$ cat src/rtl/sbt_pkg.sv
// package of constants and types for the three-port serial block with baud timers
// What this block does
// writing the buffer starts transmission; reading it returns a separate receive register
// receiver is double buffered; a newly completed byte replaces the unread one; here it is dropped while the receive flag is set
// mode bits pick shift, 8-bit timer rate, 9-bit fixed rate, 9-bit timer rate
// multiprocessor bit suppresses receive flag on ninth zero or bad stop; none in shift mode
// hardware sets transmit and receive done flags; only software clears them
// shift mode receives when enabled with flag clear; others start on start bit
// shift mode moves eight bits LSB first on receive pin, clock on transmit pin
// shift transmit starts four machine cycles after write, ends in 36th; receive takes 36
// 8-bit frame is start, eight data LSB first, stop; stop bit stored as ninth
// receiver finds falling edge, samples sixteen per bit, votes on samples 7, 8, 9
// 8-bit frame kept only if flag clear and filter clear or stop is one
// 9-bit frame is start, eight data, transmit ninth bit, stop; stop ignored on receive
// 9-bit transmission ends and sets done flag at eleventh bit time after write
// 9-bit frame kept only if flag clear and filter clear or ninth bit is one
// fixed 9-bit rate is clock over 64, 32 or 16 by extra and double bits
// timer-rate modes follow selected baud timer overflow scaled by double and extra bits
// each dedicated timer is 8-bit auto-reload, counts machine cycles of three clocks
// run bits 0, 1 and 3 start the timers of ports 0, 1 and 2
// windowed count and reload addresses pick timer 1 or one dedicated timer; here timer 1 is outside and window 000 reads zero
// clock-select bit makes a timer count clocks; upper four bits read zero
// software must not reload 0xFF or 0xFE into a timer counting clocks
// running dedicated timer beats timer 2, which beats timer 1
// control and status registers read zero after reset
package sbt_pkg;

  localparam int NPORT = 3;

  // register map, byte addresses on the plain register port
  localparam logic [3:0] A_CTRL0 = 4'h0;
  localparam logic [3:0] A_BUF0 = 4'h1;
  localparam logic [3:0] A_CTRL1 = 4'h2;
  localparam logic [3:0] A_BUF1 = 4'h3;
  localparam logic [3:0] A_CTRL2 = 4'h4;
  localparam logic [3:0] A_BUF2 = 4'h5;
  localparam logic [3:0] A_TCNT = 4'h6;
  localparam logic [3:0] A_TRLD = 4'h7;
  localparam logic [3:0] A_RUN = 4'h8;
  localparam logic [3:0] A_CLKSEL = 4'h9;
  localparam logic [3:0] A_OPT = 4'hA;

  // run and window register layout
  localparam int RUN_BIT [NPORT] = '{0, 1, 3};
  localparam logic [7:0] RUN_MASK = 8'hEB;
  localparam int WIN_LSB = 5;
  localparam logic [2:0] WIN_SEL [NPORT] = '{3'h1, 3'h2, 3'h4};
  localparam logic [7:0] CLKSEL_MASK = 8'h0F;

  // option register layout
  localparam int OPT_DOUBLE = 0;
  localparam int OPT_EXTRA = 1;
  localparam int OPT_T2SEL = 2;
  localparam logic [7:0] OPT_MASK = 8'h07;

  // reset values
  localparam logic [7:0] CTRL_RST = 8'h00;
  localparam logic [7:0] REG_RST = 8'h00;

  // modes
  localparam logic [1:0] MODE_SHIFT = 2'b00;
  localparam logic [1:0] MODE_UART8 = 2'b01;
  localparam logic [1:0] MODE_FIX9 = 2'b10;
  localparam logic [1:0] MODE_VAR9 = 2'b11;

  // timing counts
  localparam logic [1:0] MC_CLKS = 2'd3;
  localparam logic [5:0] M0_START_MC = 6'd4;
  localparam logic [5:0] M0_END_MC = 6'd36;
  localparam logic [3:0] OVS_LAST = 4'd15;
  localparam logic [3:0] SMP_A = 4'd6;
  localparam logic [3:0] SMP_B = 4'd7;
  localparam logic [3:0] SMP_C = 4'd8;
  localparam logic [3:0] RX_LAST_BIT = 4'd9;
  localparam logic [3:0] TX_BITS8 = 4'd10;
  localparam logic [3:0] TX_BITS9 = 4'd11;
  localparam logic [1:0] FIX_DIV64 = 2'd3;
  localparam logic [1:0] FIX_DIV32 = 2'd1;
  localparam logic [1:0] FIX_DIV16 = 2'd0;

  // control and status register of one port
  typedef struct packed {
    logic mode_select_high;
    logic mode_select_low;
    logic multiprocessor_filter_bit;
    logic receive_enable;
    logic transmit_ninth_bit;
    logic received_ninth_bit;
    logic transmit_done_flag;
    logic receive_done_flag;
  } sbt_ctrl_t;

  typedef enum logic [2:0] {
    TX_IDLE = 3'b001,
    TX_M0 = 3'b010,
    TX_ASYNC = 3'b100
  } sbt_tx_st_t;

  typedef enum logic [2:0] {
    RX_IDLE = 3'b001,
    RX_M0 = 3'b010,
    RX_ASYNC = 3'b100
  } sbt_rx_st_t;

endpackage

$ cat src/rtl/sbt_sync.sv
// two flip-flop synchroniser for pin inputs
`timescale 1ns/1ps
`default_nettype none
module sbt_sync #(
  parameter int WIDTH = 1
) (
  // clock and reset
  input wire logic clk_i,
  input wire logic sys_rst_i,
  // asynchronous in, synchronised out
  input wire logic [WIDTH-1:0] async_i,
  output logic [WIDTH-1:0] sync_o
);
  logic [WIDTH-1:0] meta_q;

  // idle serial lines are high, so both stages reset high
  always_ff @(posedge clk_i or posedge sys_rst_i) begin
    if (sys_rst_i) begin
      meta_q <= '1;
      sync_o <= '1;
    end else begin
      meta_q <= async_i;
      sync_o <= meta_q;
    end
  end
endmodule
`default_nettype wire

$ cat src/rtl/sbt_baud_timer.sv
// 8-bit auto-reload baud timer of one serial port
`timescale 1ns/1ps
`default_nettype none
module sbt_baud_timer (
  // clock and reset
  input wire logic clk_i,
  input wire logic sys_rst_i,
  // control
  input wire logic run_i,
  input wire logic count_en_i,
  // software access
  input wire logic cnt_we_i,
  input wire logic rld_we_i,
  input wire logic [7:0] wdata_i,
  // state
  output logic [7:0] count_o,
  output logic [7:0] reload_o,
  output logic ovf_o
);
  logic adv;

  // no prescaler: one step per enable while running
  assign adv = run_i & count_en_i;

  // counter with reload on rollover; software write wins over counting
  always_ff @(posedge clk_i or posedge sys_rst_i) begin
    if (sys_rst_i) begin
      count_o <= 8'h00;
    end else if (cnt_we_i) begin
      count_o <= wdata_i;
    end else if (adv) begin
      count_o <= (count_o == 8'hFF) ? reload_o : count_o + 8'h01;
    end
  end

  // reload byte
  always_ff @(posedge clk_i or posedge sys_rst_i) begin
    if (sys_rst_i) begin
      reload_o <= 8'h00;
    end else if (rld_we_i) begin
      reload_o <= wdata_i;
    end
  end

  // overflow pulse, one clock late; no interrupt path exists
  always_ff @(posedge clk_i or posedge sys_rst_i) begin
    if (sys_rst_i) begin
      ovf_o <= 1'b0;
    end else begin
      ovf_o <= adv & ~cnt_we_i & (count_o == 8'hFF);
    end
  end
endmodule
`default_nettype wire

$ cat src/rtl/sbt_serial_top.sv
// three serial ports with shift and asynchronous modes and dedicated baud timers
//
// The placing of the registers and the strobed register port were chosen for this implementation.
`timescale 1ns/1ps
`default_nettype none
module sbt_serial_top
  import sbt_pkg::*;
(
  // clock and reset
  input wire logic clk_i,
  input wire logic sys_rst_i,
  // register port
  input wire logic [3:0] reg_addr_i,
  input wire logic [7:0] reg_wdata_i,
  input wire logic reg_wr_i,
  input wire logic reg_rd_i,
  output logic [7:0] reg_rdata_o,
  // overflow pulses of timer 1 and timer 2, same clock
  input wire logic t1_ovf_i,
  input wire logic t2_ovf_i,
  // serial pins
  input wire logic [NPORT-1:0] rxd_i,
  output logic [NPORT-1:0] rxd_o,
  output logic [NPORT-1:0] rxd_oe_o,
  output logic [NPORT-1:0] txd_o
);
  logic [1:0] mc_cnt_q;
  logic mc_tick;
  logic [7:0] run_q;
  logic [3:0] clksel_q;
  logic [7:0] opt_q;
  logic [NPORT-1:0] rxd_s;
  logic [2:0] win;
  logic [7:0] rd_mux;
  sbt_ctrl_t ctrl_q [NPORT];
  logic [7:0] rxbuf_q [NPORT];
  logic [7:0] tcnt [NPORT];
  logic [7:0] trld [NPORT];
  logic [NPORT-1:0] ded_ovf;

  // machine cycle enable: one pulse every three clocks
  always_ff @(posedge clk_i or posedge sys_rst_i) begin
    if (sys_rst_i) begin
      mc_cnt_q <= 2'd0;
    end else begin
      mc_cnt_q <= mc_tick ? 2'd0 : mc_cnt_q + 2'd1;
    end
  end
  assign mc_tick = (mc_cnt_q == MC_CLKS - 2'd1);

  sbt_sync #(.WIDTH(NPORT)) u_rx_sync (
    .clk_i(clk_i),
    .sys_rst_i(sys_rst_i),
    .async_i(rxd_i),
    .sync_o(rxd_s)
  );

  // run/window, clock-select and option registers
  always_ff @(posedge clk_i or posedge sys_rst_i) begin
    if (sys_rst_i) begin
      run_q <= REG_RST;
      clksel_q <= 4'h0;
      opt_q <= REG_RST;
    end else if (reg_wr_i) begin
      if (reg_addr_i == A_RUN) begin
        run_q <= reg_wdata_i & RUN_MASK;
      end
      if (reg_addr_i == A_CLKSEL) begin
        clksel_q <= reg_wdata_i[3:0];
      end
      if (reg_addr_i == A_OPT) begin
        opt_q <= reg_wdata_i & OPT_MASK;
      end
    end
  end
  assign win = run_q[WIN_LSB+2:WIN_LSB];

  // read mux; window 000 is timer 1, which lives outside and reads zero
  always_comb begin
    rd_mux = 8'h00;
    case (reg_addr_i)
      A_CTRL0: rd_mux = ctrl_q[0];
      A_BUF0: rd_mux = rxbuf_q[0];
      A_CTRL1: rd_mux = ctrl_q[1];
      A_BUF1: rd_mux = rxbuf_q[1];
      A_CTRL2: rd_mux = ctrl_q[2];
      A_BUF2: rd_mux = rxbuf_q[2];
      A_TCNT: begin
        for (int k = 0; k < NPORT; k++) begin
          if (win == WIN_SEL[k]) begin
            rd_mux = tcnt[k];
          end
        end
      end
      A_TRLD: begin
        for (int k = 0; k < NPORT; k++) begin
          if (win == WIN_SEL[k]) begin
            rd_mux = trld[k];
          end
        end
      end
      A_RUN: rd_mux = run_q;
      A_CLKSEL: rd_mux = {4'h0, clksel_q} & CLKSEL_MASK;
      A_OPT: rd_mux = opt_q;
      default: rd_mux = 8'h00;
    endcase
  end

  // read data stand only in the cycle after the strobe
  always_ff @(posedge clk_i or posedge sys_rst_i) begin
    if (sys_rst_i) begin
      reg_rdata_o <= 8'h00;
    end else begin
      reg_rdata_o <= reg_rd_i ? rd_mux : 8'h00;
    end
  end

  for (genvar p = 0; p < NPORT; p++) begin : g_port
    logic ctrl_wr;
    logic buf_wr;
    logic [1:0] mode;
    logic var_src;
    logic var_half_q;
    logic var_tick;
    logic [1:0] fix_cnt_q;
    logic [1:0] fix_div;
    logic fix_tick;
    logic tick16;
    sbt_tx_st_t tx_st_q;
    sbt_rx_st_t rx_st_q;
    logic [5:0] m0_cnt_q;
    logic m0_act;
    logic m0_shift_ph;
    logic m0_last;
    logic [10:0] tx_sh_q;
    logic [3:0] tx_tick_q;
    logic [3:0] tx_bit_q;
    logic [3:0] tx_nbits;
    logic tx_async_done;
    logic ti_set;
    logic [7:0] rx_sh_q;
    logic [3:0] rx_smp_q;
    logic [3:0] rx_bit_q;
    logic [1:0] vote_q;
    logic maj;
    logic rxd_p_q;
    logic rx_go_m0;
    logic rx_m0_done;
    logic rx_async_last;
    logic rx_accept;
    logic ri_set;
    logic txd_d;

    sbt_baud_timer u_tmr (
      .clk_i(clk_i),
      .sys_rst_i(sys_rst_i),
      .run_i(run_q[RUN_BIT[p]]),
      .count_en_i(clksel_q[p] | mc_tick), // see R20 (R21 left to software)
      .cnt_we_i(reg_wr_i && reg_addr_i == A_TCNT && win == WIN_SEL[p]),
      .rld_we_i(reg_wr_i && reg_addr_i == A_TRLD && win == WIN_SEL[p]),
      .wdata_i(reg_wdata_i),
      .count_o(tcnt[p]),
      .reload_o(trld[p]),
      .ovf_o(ded_ovf[p])
    );

    assign ctrl_wr = reg_wr_i && reg_addr_i == A_CTRL0 + 4'(2 * p);
    assign buf_wr = reg_wr_i && reg_addr_i == A_BUF0 + 4'(2 * p);
    assign mode = {ctrl_q[p].mode_select_high, ctrl_q[p].mode_select_low};

    // baud source: dedicated timer while running, else timer 2 or timer 1 by the select bit
    assign var_src = run_q[RUN_BIT[p]] ? ded_ovf[p] :
                     (opt_q[OPT_T2SEL] ? t2_ovf_i : t1_ovf_i);

    // without double or extra the sample rate is half the overflow rate
    always_ff @(posedge clk_i or posedge sys_rst_i) begin
      if (sys_rst_i) begin
        var_half_q <= 1'b0;
      end else if (var_src) begin
        var_half_q <= ~var_half_q;
      end
    end
    assign var_tick = var_src & (opt_q[OPT_DOUBLE] | opt_q[OPT_EXTRA] | var_half_q);

    // fixed rate: sixteen samples per bit at clock/64, /32 or /16
    always_comb begin
      case ({opt_q[OPT_EXTRA], opt_q[OPT_DOUBLE]})
        2'b00: fix_div = FIX_DIV64;
        2'b11: fix_div = FIX_DIV16;
        default: fix_div = FIX_DIV32;
      endcase
    end
    always_ff @(posedge clk_i or posedge sys_rst_i) begin
      if (sys_rst_i) begin
        fix_cnt_q <= 2'd0;
      end else begin
        fix_cnt_q <= fix_tick ? 2'd0 : fix_cnt_q + 2'd1;
      end
    end
    assign fix_tick = (fix_cnt_q >= fix_div);
    assign tick16 = (mode == MODE_FIX9) ? fix_tick : var_tick;

    // shift mode shares one machine cycle counter between directions
    assign m0_act = (tx_st_q == TX_M0) || (rx_st_q == RX_M0);
    assign m0_shift_ph = m0_act && mc_tick && m0_cnt_q >= M0_START_MC;
    assign m0_last = m0_act && mc_tick && m0_cnt_q == M0_END_MC - 6'd1;
    assign rx_go_m0 = rx_st_q == RX_IDLE && tx_st_q == TX_IDLE && !buf_wr &&
                      mode == MODE_SHIFT && ctrl_q[p].receive_enable &&
                      !ctrl_q[p].receive_done_flag;
    always_ff @(posedge clk_i or posedge sys_rst_i) begin
      if (sys_rst_i) begin
        m0_cnt_q <= 6'd0;
      end else if (rx_go_m0 || (buf_wr && mode == MODE_SHIFT && rx_st_q != RX_M0)) begin
        m0_cnt_q <= 6'd0;
      end else if (m0_act && mc_tick) begin
        m0_cnt_q <= m0_cnt_q + 6'd1;
      end
    end

    // transmitter; a write while busy restarts the frame
    assign tx_nbits = (mode == MODE_UART8) ? TX_BITS8 : TX_BITS9;
    assign tx_async_done = tx_st_q == TX_ASYNC && tick16 && tx_tick_q == OVS_LAST &&
                           tx_bit_q == tx_nbits - 4'd1;
    always_ff @(posedge clk_i or posedge sys_rst_i) begin
      if (sys_rst_i) begin
        tx_st_q <= TX_IDLE;
        tx_sh_q <= '1;
        tx_tick_q <= 4'd0;
        tx_bit_q <= 4'd0;
      end else if (buf_wr && mode == MODE_SHIFT) begin
        if (rx_st_q != RX_M0) begin
          tx_st_q <= TX_M0;
          tx_sh_q <= {3'b111, reg_wdata_i};
        end
      end else if (buf_wr) begin
        tx_st_q <= TX_ASYNC;
        tx_sh_q <= {1'b1, (mode == MODE_UART8) | ctrl_q[p].transmit_ninth_bit,
                    reg_wdata_i, 1'b0};
        tx_tick_q <= 4'd0;
        tx_bit_q <= 4'd0;
      end else begin
        case (tx_st_q)
          TX_M0: begin
            if (m0_last) begin
              tx_st_q <= TX_IDLE;
            end else if (m0_shift_ph && m0_cnt_q[1:0] == 2'd3) begin
              tx_sh_q <= {1'b1, tx_sh_q[10:1]};
            end
          end
          TX_ASYNC: begin
            if (tick16) begin
              tx_tick_q <= tx_tick_q + 4'd1;
              if (tx_tick_q == OVS_LAST) begin
                tx_sh_q <= {1'b1, tx_sh_q[10:1]};
                tx_bit_q <= tx_bit_q + 4'd1;
                if (tx_async_done) begin
                  tx_st_q <= TX_IDLE;
                end
              end
            end
          end
          TX_IDLE: tx_st_q <= TX_IDLE;
          default: tx_st_q <= TX_IDLE;
        endcase
      end
    end
    assign ti_set = (tx_st_q == TX_M0 && m0_last) || tx_async_done;

    // pins: shift clock low in the first half of each four-cycle bit
    always_comb begin
      if (m0_act) begin
        txd_d = !(m0_cnt_q >= M0_START_MC && !m0_cnt_q[1]);
      end else if (tx_st_q == TX_ASYNC) begin
        txd_d = tx_sh_q[0];
      end else begin
        txd_d = 1'b1;
      end
    end
    always_ff @(posedge clk_i or posedge sys_rst_i) begin
      if (sys_rst_i) begin
        txd_o[p] <= 1'b1;
        rxd_o[p] <= 1'b1;
        rxd_oe_o[p] <= 1'b0;
      end else begin
        txd_o[p] <= txd_d;
        rxd_o[p] <= tx_sh_q[0];
        rxd_oe_o[p] <= tx_st_q == TX_M0 && m0_cnt_q >= M0_START_MC;
      end
    end

    // receiver: previous line level for falling-edge detection
    always_ff @(posedge clk_i or posedge sys_rst_i) begin
      if (sys_rst_i) begin
        rxd_p_q <= 1'b1;
      end else begin
        rxd_p_q <= rxd_s[p];
      end
    end
    assign maj = (vote_q[0] & vote_q[1]) | (vote_q[0] & rxd_s[p]) |
                 (vote_q[1] & rxd_s[p]);
    assign rx_async_last = rx_st_q == RX_ASYNC && tick16 && rx_smp_q == SMP_C &&
                           rx_bit_q == RX_LAST_BIT;
    // one test serves stop and ninth bit, both at bit index nine
    assign rx_accept = !ctrl_q[p].receive_done_flag &&
                       (!ctrl_q[p].multiprocessor_filter_bit || maj);
    assign rx_m0_done = rx_st_q == RX_M0 && m0_last;
    assign ri_set = rx_m0_done || (rx_async_last && rx_accept);

    always_ff @(posedge clk_i or posedge sys_rst_i) begin
      if (sys_rst_i) begin
        rx_st_q <= RX_IDLE;
        rx_sh_q <= 8'h00;
        rx_smp_q <= 4'd0;
        rx_bit_q <= 4'd0;
        vote_q <= 2'b00;
      end else begin
        case (rx_st_q)
          RX_IDLE: begin
            if (rx_go_m0) begin
              rx_st_q <= RX_M0;
            end else if (mode != MODE_SHIFT && ctrl_q[p].receive_enable &&
                         rxd_p_q && !rxd_s[p]) begin
              rx_st_q <= RX_ASYNC;
              rx_smp_q <= 4'd0;
              rx_bit_q <= 4'd0;
            end
          end
          RX_M0: begin
            if (m0_last) begin
              rx_st_q <= RX_IDLE;
            end else if (m0_shift_ph && m0_cnt_q[1:0] == 2'd1) begin
              rx_sh_q <= {rxd_s[p], rx_sh_q[7:1]};
            end
          end
          RX_ASYNC: begin
            if (!ctrl_q[p].receive_enable) begin
              rx_st_q <= RX_IDLE;
            end else if (tick16) begin
              rx_smp_q <= rx_smp_q + 4'd1;
              if (rx_smp_q == SMP_A) begin
                vote_q[0] <= rxd_s[p];
              end
              if (rx_smp_q == SMP_B) begin
                vote_q[1] <= rxd_s[p];
              end
              if (rx_smp_q == SMP_C) begin
                if (rx_bit_q == 4'd0 && maj) begin
                  rx_st_q <= RX_IDLE; // false start bit
                end else if (rx_bit_q == RX_LAST_BIT) begin
                  rx_st_q <= RX_IDLE;
                end else if (rx_bit_q != 4'd0) begin
                  rx_sh_q <= {maj, rx_sh_q[7:1]};
                end
              end
              if (rx_smp_q == OVS_LAST) begin
                rx_bit_q <= rx_bit_q + 4'd1;
              end
            end
          end
          default: rx_st_q <= RX_IDLE;
        endcase
      end
    end

    // holding register: loaded only when a reception sets the receive flag
    always_ff @(posedge clk_i or posedge sys_rst_i) begin
      if (sys_rst_i) begin
        rxbuf_q[p] <= 8'h00;
      end else if (ri_set) begin
        rxbuf_q[p] <= rx_sh_q;
      end
    end

    // control register; a hardware set wins over a software clear
    always_ff @(posedge clk_i or posedge sys_rst_i) begin
      if (sys_rst_i) begin
        ctrl_q[p] <= CTRL_RST;
      end else begin
        if (ctrl_wr) begin
          ctrl_q[p] <= reg_wdata_i;
        end
        if (ctrl_wr && !(rx_async_last && rx_accept)) begin
          ctrl_q[p].received_ninth_bit <= reg_wdata_i[2];
        end else if (rx_async_last && rx_accept) begin
          ctrl_q[p].received_ninth_bit <= maj;
        end
        if (ti_set) begin
          ctrl_q[p].transmit_done_flag <= 1'b1;
        end
        if (ri_set) begin
          ctrl_q[p].receive_done_flag <= 1'b1;
        end
      end
    end
  end
endmodule
`default_nettype wire

$ cat config.mk
export PLATFORM = sky130hd
export DESIGN_NAME = sbt_serial_top
export DESIGN_NICKNAME = d
export VERILOG_FILES = /design/src/rtl/sbt_pkg.sv /design/src/rtl/sbt_sync.sv /design/src/rtl/sbt_baud_timer.sv /design/src/rtl/sbt_serial_top.sv
export SDC_FILE = /design/constraint.sdc
export NUM_CORES = 1
export LEC_CHECK = 0
export BUFFER_PORTS_ARGS = -buffer_cell sky130_fd_sc_hd__buf_2
export CELL_PAD_IN_SITES_DETAIL_PLACEMENT = 1
export CELL_PAD_IN_SITES_GLOBAL_PLACEMENT = 1
export CORE_ASPECT_RATIO = 0.5
export CORE_MARGIN = 8
export CORE_UTILIZATION = 50
export CTS_CLUSTER_SIZE = 14
export DETAILED_ROUTE_END_ITERATION = 12
export PLACE_DENSITY_LB_ADDON = 0.1
export SYNTH_ARGS = -nofsm -noshare
export SYNTH_HDL_FRONTEND = slang
export SYNTH_SLANG_ARGS = --single-unit
$ cat constraint.sdc
create_clock -name clk_i -period 21.6 [get_ports clk_i]
set_clock_uncertainty 0.1 [all_clocks]
set_input_delay 3.24 -clock clk_i [delete_from_list [all_inputs] [get_ports clk_i]]
set_output_delay 3.24 -clock clk_i [all_outputs]
set_load 0.02 [all_outputs]
After elaboration in Yosys (flattened, before gate mapping) --
Cells that the tools add are included.
Storage, ports and cells: register bits 296, bits of input ports 21, output and inout bits 17, logic and storage cells 738
Cells by class: $add $sub $neg 25, $lt $le $gt $ge 6, equality and inequality tests 144, mux-type cells 206, bitwise operators 46, reduce and logical (&&, ||, !) cells 217
Operator list (number):
- two-way mux 8 bit | 40
- two-way mux 11 bit | 21
- two-way mux 4 bit | 42
- two-way mux 3 bit | 45
- logical AND 1 bit | 101
- case mux 8 bit (11 select lines) | 1
- case mux 11 bit (2 select lines) | 3
- == test 4 bit, second input constant | 15
- nonzero test 2 bit | 30
- adder 4 x 1 -> 4 bit, second input constant | 12
- case mux 4 bit (2 select lines) | 6
- case mux 8 bit (2 select lines) | 3
- AND reduction 5 bit | 9
- != test 2 bit, second input constant | 21
- == test 4 x 3 -> 1 bit, second input constant | 10
- != test 4 bit, second input constant | 10
- two-way mux 6 bit | 6
- != test 2 x 1 -> 1 bit, second input constant | 18
- AND reduction 4 bit | 9
- AND reduction 6 bit | 6
- two-way mux 1 bit | 28
- != test 3 x 2 -> 1 bit, second input constant | 9
- case mux 3 bit (3 select lines) | 3
- AND reduction 9 bit | 3
- 33 further kinds | 193

Logic depth before layout (Yosys ltp) --
Gate-level depths: netlist of run 1.
depth in word-level cells 13, depth in mapped cells 9, depth with buffers taken out 8

Hierarchy --
Synthesis of run 1 repeated with hierarchy kept, for this count alone.
Second synthesis, totals: cell total of the unflattened synthesis 1571, area, all modules 15852.7 um^2
Modules (own cells, without submodules):
- sbt_serial_top | instances 1, cells an instance 1303, area each 13052.5 um^2, sequential area each 5962.0 um^2
- sbt_baud_timer | instances 3, cells an instance 87, area each 879.6 um^2, sequential area each 425.4 um^2
- sbt_sync | instances 1, cells an instance 7, area each 161.4 um^2, sequential area each 157.7 um^2

Worst setup path after synthesis of run 1 --
Ideal clock, no wire load.
path type input -> register, start point in reg_addr_i[3], end point reg g_port[2].tx_sh_q[1], setup time 82 ps, arrival 4843 ps, data required time 21418 ps, slack 16575 ps, stages on the path 8, path buffers 3, cells stage by stage buf_2 > nor2b_1 > clkbuf_1 > and3_1 > clkbuf_1 > nand2_1 > a21oi_4 > mux2_2
Between the ends: cells in the longest elaborated chain, start to end 5, elaborated cells between the ends (all ways) 12, classes of those cells eq/ne: 6; mux: 2; reduce/logical: 4
RTL lines:
- start: declaration | line sbt_serial_top.sv:13 | input wire logic [3:0] reg_addr_i,
- == test 4 x 3 -> 1 bit * | line sbt_serial_top.sv:168 | assign buf_wr = reg_wr_i && reg_addr_i == A_BUF0 + 4'(2 * p);
- logical AND 1 bit * | line sbt_serial_top.sv:168
- logical AND 1 bit | line sbt_serial_top.sv:230 | end else if (buf_wr && mode == MODE_SHIFT) begin
- != test 4 x 2 -> 1 bit (no source line), or another cell as far along
- AND reduction 6 bit (no source line)
- end signal: assignment | line sbt_serial_top.sv:233 | tx_sh_q <= {3'b111, reg_wdata_i};
- end signal: assignment | line sbt_serial_top.sv:237 | tx_sh_q <= {1'b1, (mode == MODE_UART8) | ctrl_q[p].transmit_ninth_bit,
- end signal: assignment | line sbt_serial_top.sv:247 | tx_sh_q <= {1'b1, tx_sh_q[10:1]};
- end: declaration | line sbt_serial_top.sv:135 | logic [10:0] tx_sh_q;
Mark *: on every way between the ends. The rest lies on a longest branch, timed or not. A chain may end at the register's enable or synchronous reset.

Worst setup path in the final report of run 1 --
start point in reg_addr_i[0], end point reg g_port[0].tx_sh_q[3]
Between the ends: cells in the longest elaborated chain, start to end 5, elaborated cells between the ends (all ways) 12, classes of those cells eq/ne: 6; mux: 2; reduce/logical: 4
RTL lines (line):
- == test 4 x 1 -> 1 bit * | sbt_serial_top.sv:168
- logical AND 1 bit * | sbt_serial_top.sv:168
- logical AND 1 bit | sbt_serial_top.sv:230
- != test 4 bit (no source line), or another cell as far along
- AND reduction 6 bit (no source line)
- end signal: assignment | sbt_serial_top.sv:233
- end signal: assignment | sbt_serial_top.sv:237
- end signal: assignment | sbt_serial_top.sv:247
- end: declaration | sbt_serial_top.sv:135
Marked as above.

==> impl_summary.log, run 1 <==
INFO  metric status = completed
INFO  metric insertion_delay = 0.56 ns
INFO  metric grt_pass1_wl = 73.1 mm
INFO  metric cts_clock_pin_slew_for_the_worst_setup_and_hold_paths = 0.06 ns
INFO  metric route.vias.total = 12454
INFO  metric max-clock-path-buffers = 3
INFO  metric area_growth = 9.57%
INFO  metric max_slew_margin = 25.3%
INFO  metric synth_cells = 1552
INFO  metric avgSynthCellArea = 10.1 um^2
INFO  metric multiInputGateArea = 7800 um^2
INFO  metric detail_route.vias_per_cell = 6.20
INFO  metric netlist_cell_types = 85
INFO  metric layout-drive-gt1-share = 19.7%
INFO  metric grt_antenna_before_repair = 1
INFO  metric hold_class = flip-flop to flip-flop
INFO  metric finalHoldViolCount = 0
INFO  metric first_iter_violations = 976
INFO  metric dieArea = 37500 um^2
INFO  metric numCtsBuffers = 28
INFO  metric dpl.hpwl = 31.6 mm
INFO  metric cellPowerDensity = 97.6 nW/um^2
INFO  metric dr.pass1.iters = 5
INFO  metric synthesis.yosys.warnings = 0
INFO  metric crit_type = input port to flip-flop
INFO  metric final_common_cell = sky130_fd_sc_hd__dfrtp_1
INFO  metric fin_tns_setup = 0 ns
INFO  metric numPlacedInstances = 1956
INFO  metric mostFrequentLayoutCells = sky130_fd_sc_hd__dfrtp_1 (242), sky130_fd_sc_hd__nand2_1 (175), sky130_fd_sc_hd__mux2_2 (133), sky130_fd_sc_hd__nor2_1 (124), sky130_fd_sc_hd__o21ai_0 (109)
INFO  metric grt_overflow_total = 0
INFO  metric gr-usage-all-layers = 23.9%
INFO  metric grt_pass1_vias = 12798
INFO  metric htree_levels = 1
INFO  metric design.core.area = 30600 um^2
INFO  metric synth_top_area_share = 38.7%
INFO  metric yosysTopAreaCell = sky130_fd_sc_hd__dfrtp_1
INFO  metric tritoncts_num_sinks = 293
INFO  metric max_cap_violations = 0
INFO  metric ys_top_cells_by_area = sky130_fd_sc_hd__dfrtp_1 (39%), sky130_fd_sc_hd__mux2_2 (9.6%), sky130_fd_sc_hd__dfstp_2 (8.6%)
INFO  metric vdd_ir_drop_max = 0.0618 mV
INFO  metric stdcell_area = 17100 um^2
INFO  metric setup_viol = 0
INFO  metric mappedNetlistArea = 15600 um^2
INFO  metric synth_enable_flop_cells = 0
INFO  metric seqCellArea = 7400 um^2
INFO  metric fp.dieH = 141 um
INFO  metric worstPathRequired = 21.98 ns
INFO  metric ys_dominant_reg_cell = sky130_fd_sc_hd__dfrtp_1
INFO  metric floorplan.die.width = 266 um
INFO  metric cts-resized-gates = 0
INFO  metric synth-seq-area-share = 47.3%
INFO  metric post_cts_hold_buffer_count = 0
INFO  metric cts.repair_timing.setup_buffer_count = 0
INFO  metric period_share = 26.1%
INFO  metric gpl.final_weighted_congestion = 0.885
INFO  metric worstMarginPinSlew = 1.12 ns
INFO  metric grt_max_degree = 177
INFO  metric detailed_place.area = 16200 um^2
INFO  metric drt.antenna.violating_nets = 0
INFO  metric number_of_design_rule_violations_left_after_detail_routing = 0
INFO  metric crit_path_start_kind = input port
INFO  metric final_core_util = 56.0%
INFO  metric asyncSetResetFlopFracSynth = 100%
INFO  metric fill_cells = 3368
INFO  metric final.min_clock_period = 5.64 ns
INFO  metric crit_arrival = 6.02 ns
INFO  metric synth_nets = 1615
INFO  metric rsz_0062_raised_after_global_routing = no
INFO  metric worstPathMaxFanout = 28
INFO  metric leakagePower = 7.51 nW
INFO  metric number_of_non_filler_instances_in_the_completed_layout = 2008
INFO  metric drt-wirelength-per-cell = 22.6 um
INFO  metric critical_path.endpoint_type = flip-flop
INFO  metric initial_utilization = 51.1%
INFO  metric count_of_standard_cell_rows = 45
INFO  metric postSynthRegisterBits = 293
INFO  metric placement.io_buffers = 37
INFO  metric num_io_pins = 38
INFO  metric cts-root-buf = sky130_fd_sc_hd__clkbuf_16
INFO  metric clock.fmax = 177 MHz
INFO  metric cts_tree = yes
INFO  metric timing.final.max_slew_violations = 0
INFO  metric finalNetCount = 1626
INFO  metric routed_wirelength = 45.3 mm
## per-stage QoR
step	power [mW]	setup slack (ns)	hold slack [ns]
after CTS	1.68	16.04	0.256
after global placement	1.12	15.63	0.246
after global routing	1.76	15.78	0.258
final	1.67	15.96	0.255
after detailed placement	1.15	15.44	0.247
after floorplan	1.02	10.25	0.245
## kinds of logic after synthesis
logic type,Yosys count,synth area share [%]
simple gates,535,16.5
compound gates,341,14.2
flops,293,47.3
mux,199,14.1
buf+inv,111,2.79
fa+ha+maj,42,3.36
xor+xnor,31,1.74
## cell type report
class	count	area share, %
diodes	1	0.0146
clock buffers	45	5.11
clock inverters	6	0.467
inverters	46	1.05
multi-input cells	1148	45.5
flip-flops and latches	293	43.2
well taps	423	3.09
repair buffers	46	1.55
## cells in the mapped netlist (8+ instances only)
| cell type | number |
|---|---|
| sky130_fd_sc_hd__a211oi_1 | 14 |
| sky130_fd_sc_hd__a21oi_1 | 66 |
| sky130_fd_sc_hd__a22o_1 | 9 |
| sky130_fd_sc_hd__a31oi_1 | 32 |
| sky130_fd_sc_hd__and3_1 | 22 |
| sky130_fd_sc_hd__buf_1 | 9 |
| sky130_fd_sc_hd__buf_2 | 12 |
| sky130_fd_sc_hd__clkbuf_1 | 42 |
| sky130_fd_sc_hd__dfrtp_1 | 242 |
| sky130_fd_sc_hd__dfstp_2 | 51 |
| sky130_fd_sc_hd__ha_1 | 42 |
| sky130_fd_sc_hd__inv_1 | 46 |
| sky130_fd_sc_hd__mux2_2 | 133 |
| sky130_fd_sc_hd__mux2_4 | 8 |
| sky130_fd_sc_hd__mux2i_1 | 56 |
| sky130_fd_sc_hd__nand2_1 | 175 |
| sky130_fd_sc_hd__nand2b_1 | 13 |
| sky130_fd_sc_hd__nand3_1 | 61 |
| sky130_fd_sc_hd__nand4_1 | 23 |
| sky130_fd_sc_hd__nor2_1 | 124 |
| sky130_fd_sc_hd__nor2b_1 | 22 |
| sky130_fd_sc_hd__nor3_1 | 35 |
| sky130_fd_sc_hd__nor3b_1 | 14 |
| sky130_fd_sc_hd__o211ai_1 | 9 |
| sky130_fd_sc_hd__o21a_1 | 8 |
| sky130_fd_sc_hd__o21ai_0 | 109 |
| sky130_fd_sc_hd__o22ai_1 | 12 |
| sky130_fd_sc_hd__xnor2_1 | 18 |
| sky130_fd_sc_hd__xor2_1 | 13 |
## state kept, by name, summed over array words and instances, names as in the netlist, 8 cells and up
signal / cells
g_port.rx_smp_q: 12
g_port.tx_tick_q: 12
g_port.tx_bit_q: 12
g_port.rx_bit_q: 12
reg_rdata_o: 8
g_port.m0_cnt_q: 18
g_port.rx_st_q: 9
ctrl_q: 24
g_port.rx_sh_q: 24
rxbuf_q: 24
g_port.tx_st_q: 9
g_port.tx_sh_q: 30
g_port.u_tmr.count_o: 24
g_port.u_tmr.reload_o: 24
## worst paths after layout
path,from,to,slack (ns),depth (start not counted)
worst max-delay path,reg_addr_i[0],g_port[0].tx_sh_q[3],15.96,5
worst min register to register,u_rx_sync.meta_q[1],u_rx_sync.sync_o[1],0.26,0
min in group asynchronous,sys_rst_i,g_port[0].vote_q[0],2.73,2
max in group asynchronous,sys_rst_i,ctrl_q[14],17.17,3
worst min-delay path,u_rx_sync.meta_q[1],u_rx_sync.sync_o[1],0.26,0
worst max register to register,run_q[5],g_port[0].u_tmr.count_o[1],18.21,4
## where the power goes
group	total [mW]	internal (mW)	switching, mW
logic	0.385	0.160	0.225
clock network	0.518	0.300	0.218
registers	0.768	0.646	0.121
total	1.67	1.11	0.565
## layer usage
layer  wire [um]  track usage, %  up-vias
li1            -               -     5636
met5           0               0        -
met3        2110            3.30       71
met1       21700            34.4     6434
met4         893            5.19        0
met2       20700            38.3      313
## worst max-delay path: stages
cell and delay (ns):
sky130_fd_sc_hd__buf_2 0.46, sky130_fd_sc_hd__nor2b_1 0.62, sky130_fd_sc_hd__nand2_1 0.68, sky130_fd_sc_hd__a31oi_4 0.61, sky130_fd_sc_hd__mux2_2 0.40
(Power assumes the default switching activity.)
==> inputs of run 2 (changes only) <==
==> constraint.sdc (replaced) <==
create_clock -name clk_i -period 5.43 [get_ports clk_i]
set_clock_uncertainty 0.1 [all_clocks]
set_input_delay 0.8145 -clock clk_i [delete_from_list [all_inputs] [get_ports clk_i]]
set_output_delay 0.8145 -clock clk_i [all_outputs]
set_load 0.02 [all_outputs]
==> run 2 against run 1 <==
Final cell count hardly changed. Register-to-register slack worse by 16 ns. Combinational power grew to 4.0 times the previous value. Critical path depth is 2 higher. Final area hardly changed. First-iteration DRC count is 20% lower. Die area stayed put. Total power grew to 4.0 times the previous value. Clock-buffer cell count is 3 lower. Wire length is 4.0% higher. Largest cell class unchanged. Largest power group unchanged. Highest routed layer unchanged.
==> impl_summary.log, run 2 (synthesized netlist as in run 1, its figures left out) <==
INFO  metric numCtsBuffers = 28
INFO  metric number_of_non_filler_instances_in_the_completed_layout = 2009
INFO  metric max_flop_register = g_port.tx_sh_q
INFO  metric period_share = 64.2%
INFO  metric drt.antenna.violating_nets = 0
INFO  metric crit_type = flip-flop to flip-flop
INFO  metric route.vias.total = 12376
INFO  metric final_core_util = 56.0%
INFO  metric worstMarginPinSlew = 1.08 ns
INFO  metric grt_pass1_wl = 75.4 mm
INFO  metric worstPathCellList = or2_2 -> ha_1 -> a21oi_1 -> o22a_1 -> nor3_1 -> a21oi_2 -> mux2_2
INFO  metric numPlacedInstances = 1957
INFO  metric post_cts_hold_buffer_count = 0
INFO  metric crit_path_top_delay_cell = sky130_fd_sc_hd__a21oi_2
INFO  metric gr-usage-all-layers = 25.0%
INFO  metric rsz_0062_raised_after_global_routing = no
INFO  metric finalHoldViolCount = 0
INFO  metric design_power_total = 6.64 mW
INFO  metric max-clock-path-buffers = 3
INFO  metric leakagePower = 7.51 nW
INFO  metric n_antenna_cell = 0
INFO  metric detail_route.vias_per_cell = 6.16
INFO  metric timing.final.max_slew_violations = 0
INFO  metric dieArea = 37500 um^2
INFO  metric gpl.final_weighted_congestion = 0.885
INFO  metric status = completed
INFO  metric tritoncts_num_sinks = 293
INFO  metric finalNetCount = 1627
INFO  metric worstPathMaxFanout = 11
INFO  metric max_cap_violations = 0
INFO  metric fin_tns_setup = 0 ns
INFO  metric cellPowerDensity = 388 nW/um^2
INFO  metric crit_arrival = 3.81 ns
INFO  metric mostFrequentLayoutCells = sky130_fd_sc_hd__dfrtp_1 (242), sky130_fd_sc_hd__nand2_1 (175), sky130_fd_sc_hd__mux2_2 (133), sky130_fd_sc_hd__nor2_1 (124), sky130_fd_sc_hd__o21ai_0 (109)
INFO  metric grt_overflow_total = 0
INFO  metric cts-resized-gates = 0
INFO  metric grt_max_degree = 99
INFO  metric area_growth = 9.56%
INFO  metric dr.pass1.iters = 8
INFO  metric vdd_ir_drop_max = 0.227 mV
INFO  metric design.core.area = 30600 um^2
INFO  metric layout-drive-gt1-share = 19.9%
INFO  metric fp.dieH = 141 um
INFO  metric placement.io_buffers = 37
INFO  metric initial_utilization = 51.1%
INFO  metric htree_levels = 1
INFO  metric grt_pass1_vias = 13236
INFO  metric cts_tree = yes
INFO  metric drt-wirelength-per-cell = 23.5 um
INFO  metric fill_cells = 3399
INFO  metric cts.repair_timing.setup_buffer_count = 0
INFO  metric largest_register_ffs = 30
INFO  metric max_slew_margin = 27.9%
INFO  metric final_common_cell = sky130_fd_sc_hd__dfrtp_1
INFO  metric critical_path.endpoint_type = flip-flop
INFO  metric dpl.hpwl = 32.7 mm
INFO  metric hold_class = input port to asynchronous set/reset pin
INFO  metric grt_antenna_before_repair = 0
INFO  metric insertion_delay = 0.55 ns
INFO  metric critical_path.max_stage_delay = 0.57 ns
INFO  metric count_of_standard_cell_rows = 45
INFO  metric cts-root-buf = sky130_fd_sc_hd__clkbuf_16
INFO  metric crit_path_start_kind = flip-flop
INFO  metric final.min_clock_period = 3.48 ns
INFO  metric routed_wirelength = 47.2 mm
INFO  metric cts_clock_pin_slew_for_the_worst_setup_and_hold_paths = 0.07 ns
INFO  metric first_iter_violations = 782
INFO  metric num_io_pins = 38
INFO  metric floorplan.die.width = 266 um
INFO  metric clock.fmax = 287 MHz
INFO  metric setup_viol = 0
INFO  metric number_of_design_rule_violations_left_after_detail_routing = 0
INFO  metric worstPathRequired = 5.76 ns
INFO  metric final_hold_slack = 0.191 ns
==> run 2: cell count changes in the layout (fill, tap and decap cells not counted), sizes merged <==
cell | previous run | this run
inv | 46 | 45
clkinvlp | 0 | 3
diode | 1 | 0
buf | 46 | 47
clkinv | 4 | 6
clkbuf | 45 | 42
==> run 2: cell type report <==
cell class | count | area, um^2 | area share, %
Multi-Input combinational cell | 1148 | 7800 | 45.5
Sequential cell | 293 | 7400 | 43.2
Inverter | 46 | 176 | 1.03
Timing Repair Buffer | 47 | 273 | 1.59
Clock inverter | 10 | 109 | 0.635
Tap cell | 423 | 529 | 3.09
Clock buffer | 42 | 845 | 4.93
==> run 2: where the power goes <==
part | leakage, nW | internal [mW] | switching, mW
clock | 0.467 | 1.17 | 0.876
combinational | 3.31 | 0.631 | 0.910
sequential | 3.73 | 2.57 | 0.480
total | 7.51 | 4.37 | 2.27
==> run 2: layer usage <==
metal | global-route usage, % | part of all wire, %
met1 | 34.8 | 46
met2 | 39.6 | 46
met4 | 6.36 | 2.4
met3 | 5.21 | 6.0
met5 | 0 | 0
==> run 2: metrics by stage <==
stage / cell area, um^2 / setup WS [ns]
finish: 17100 / 1.95
floorplan: 15600 / 0.668
CTS: 17100 / 1.88
detailed placement: 16200 / 1.64
global placement: 16200 / 1.81
global route: 17100 / 1.80
==> run 2: final timing paths <==
check	cells after the start	slack, ns	to	start
worst max register to register	7	1.95	rxbuf_q[11]	opt_q[1]
worst min-delay path	2	0.19	g_port[0].m0_cnt_q[0]	sys_rst_i
worst min register to register	0	0.26	u_rx_sync.sync_o[1]	u_rx_sync.meta_q[1]
worst max-delay path	7	1.95	rxbuf_q[11]	opt_q[1]
min in group clk_i	1	0.26	u_rx_sync.meta_q[0]	rxd_i[0]
max in group asynchronous	3	3.74	g_port[2].m0_cnt_q[0]	sys_rst_i
==> run 2: critical path, delay by kind of cell, from the launching register on <==
| kind | cells | cell delay (ns) |
|---|---|---|
| adder cells (fa/ha/maj) | 1 | 0.33 |
| multiplexers | 1 | 0.42 |
| AO/OA/AOI/OAI | 3 | 1.45 |
| AND/OR/NAND/NOR | 2 | 0.63 |
| flip-flops | 1 | 0.41 |
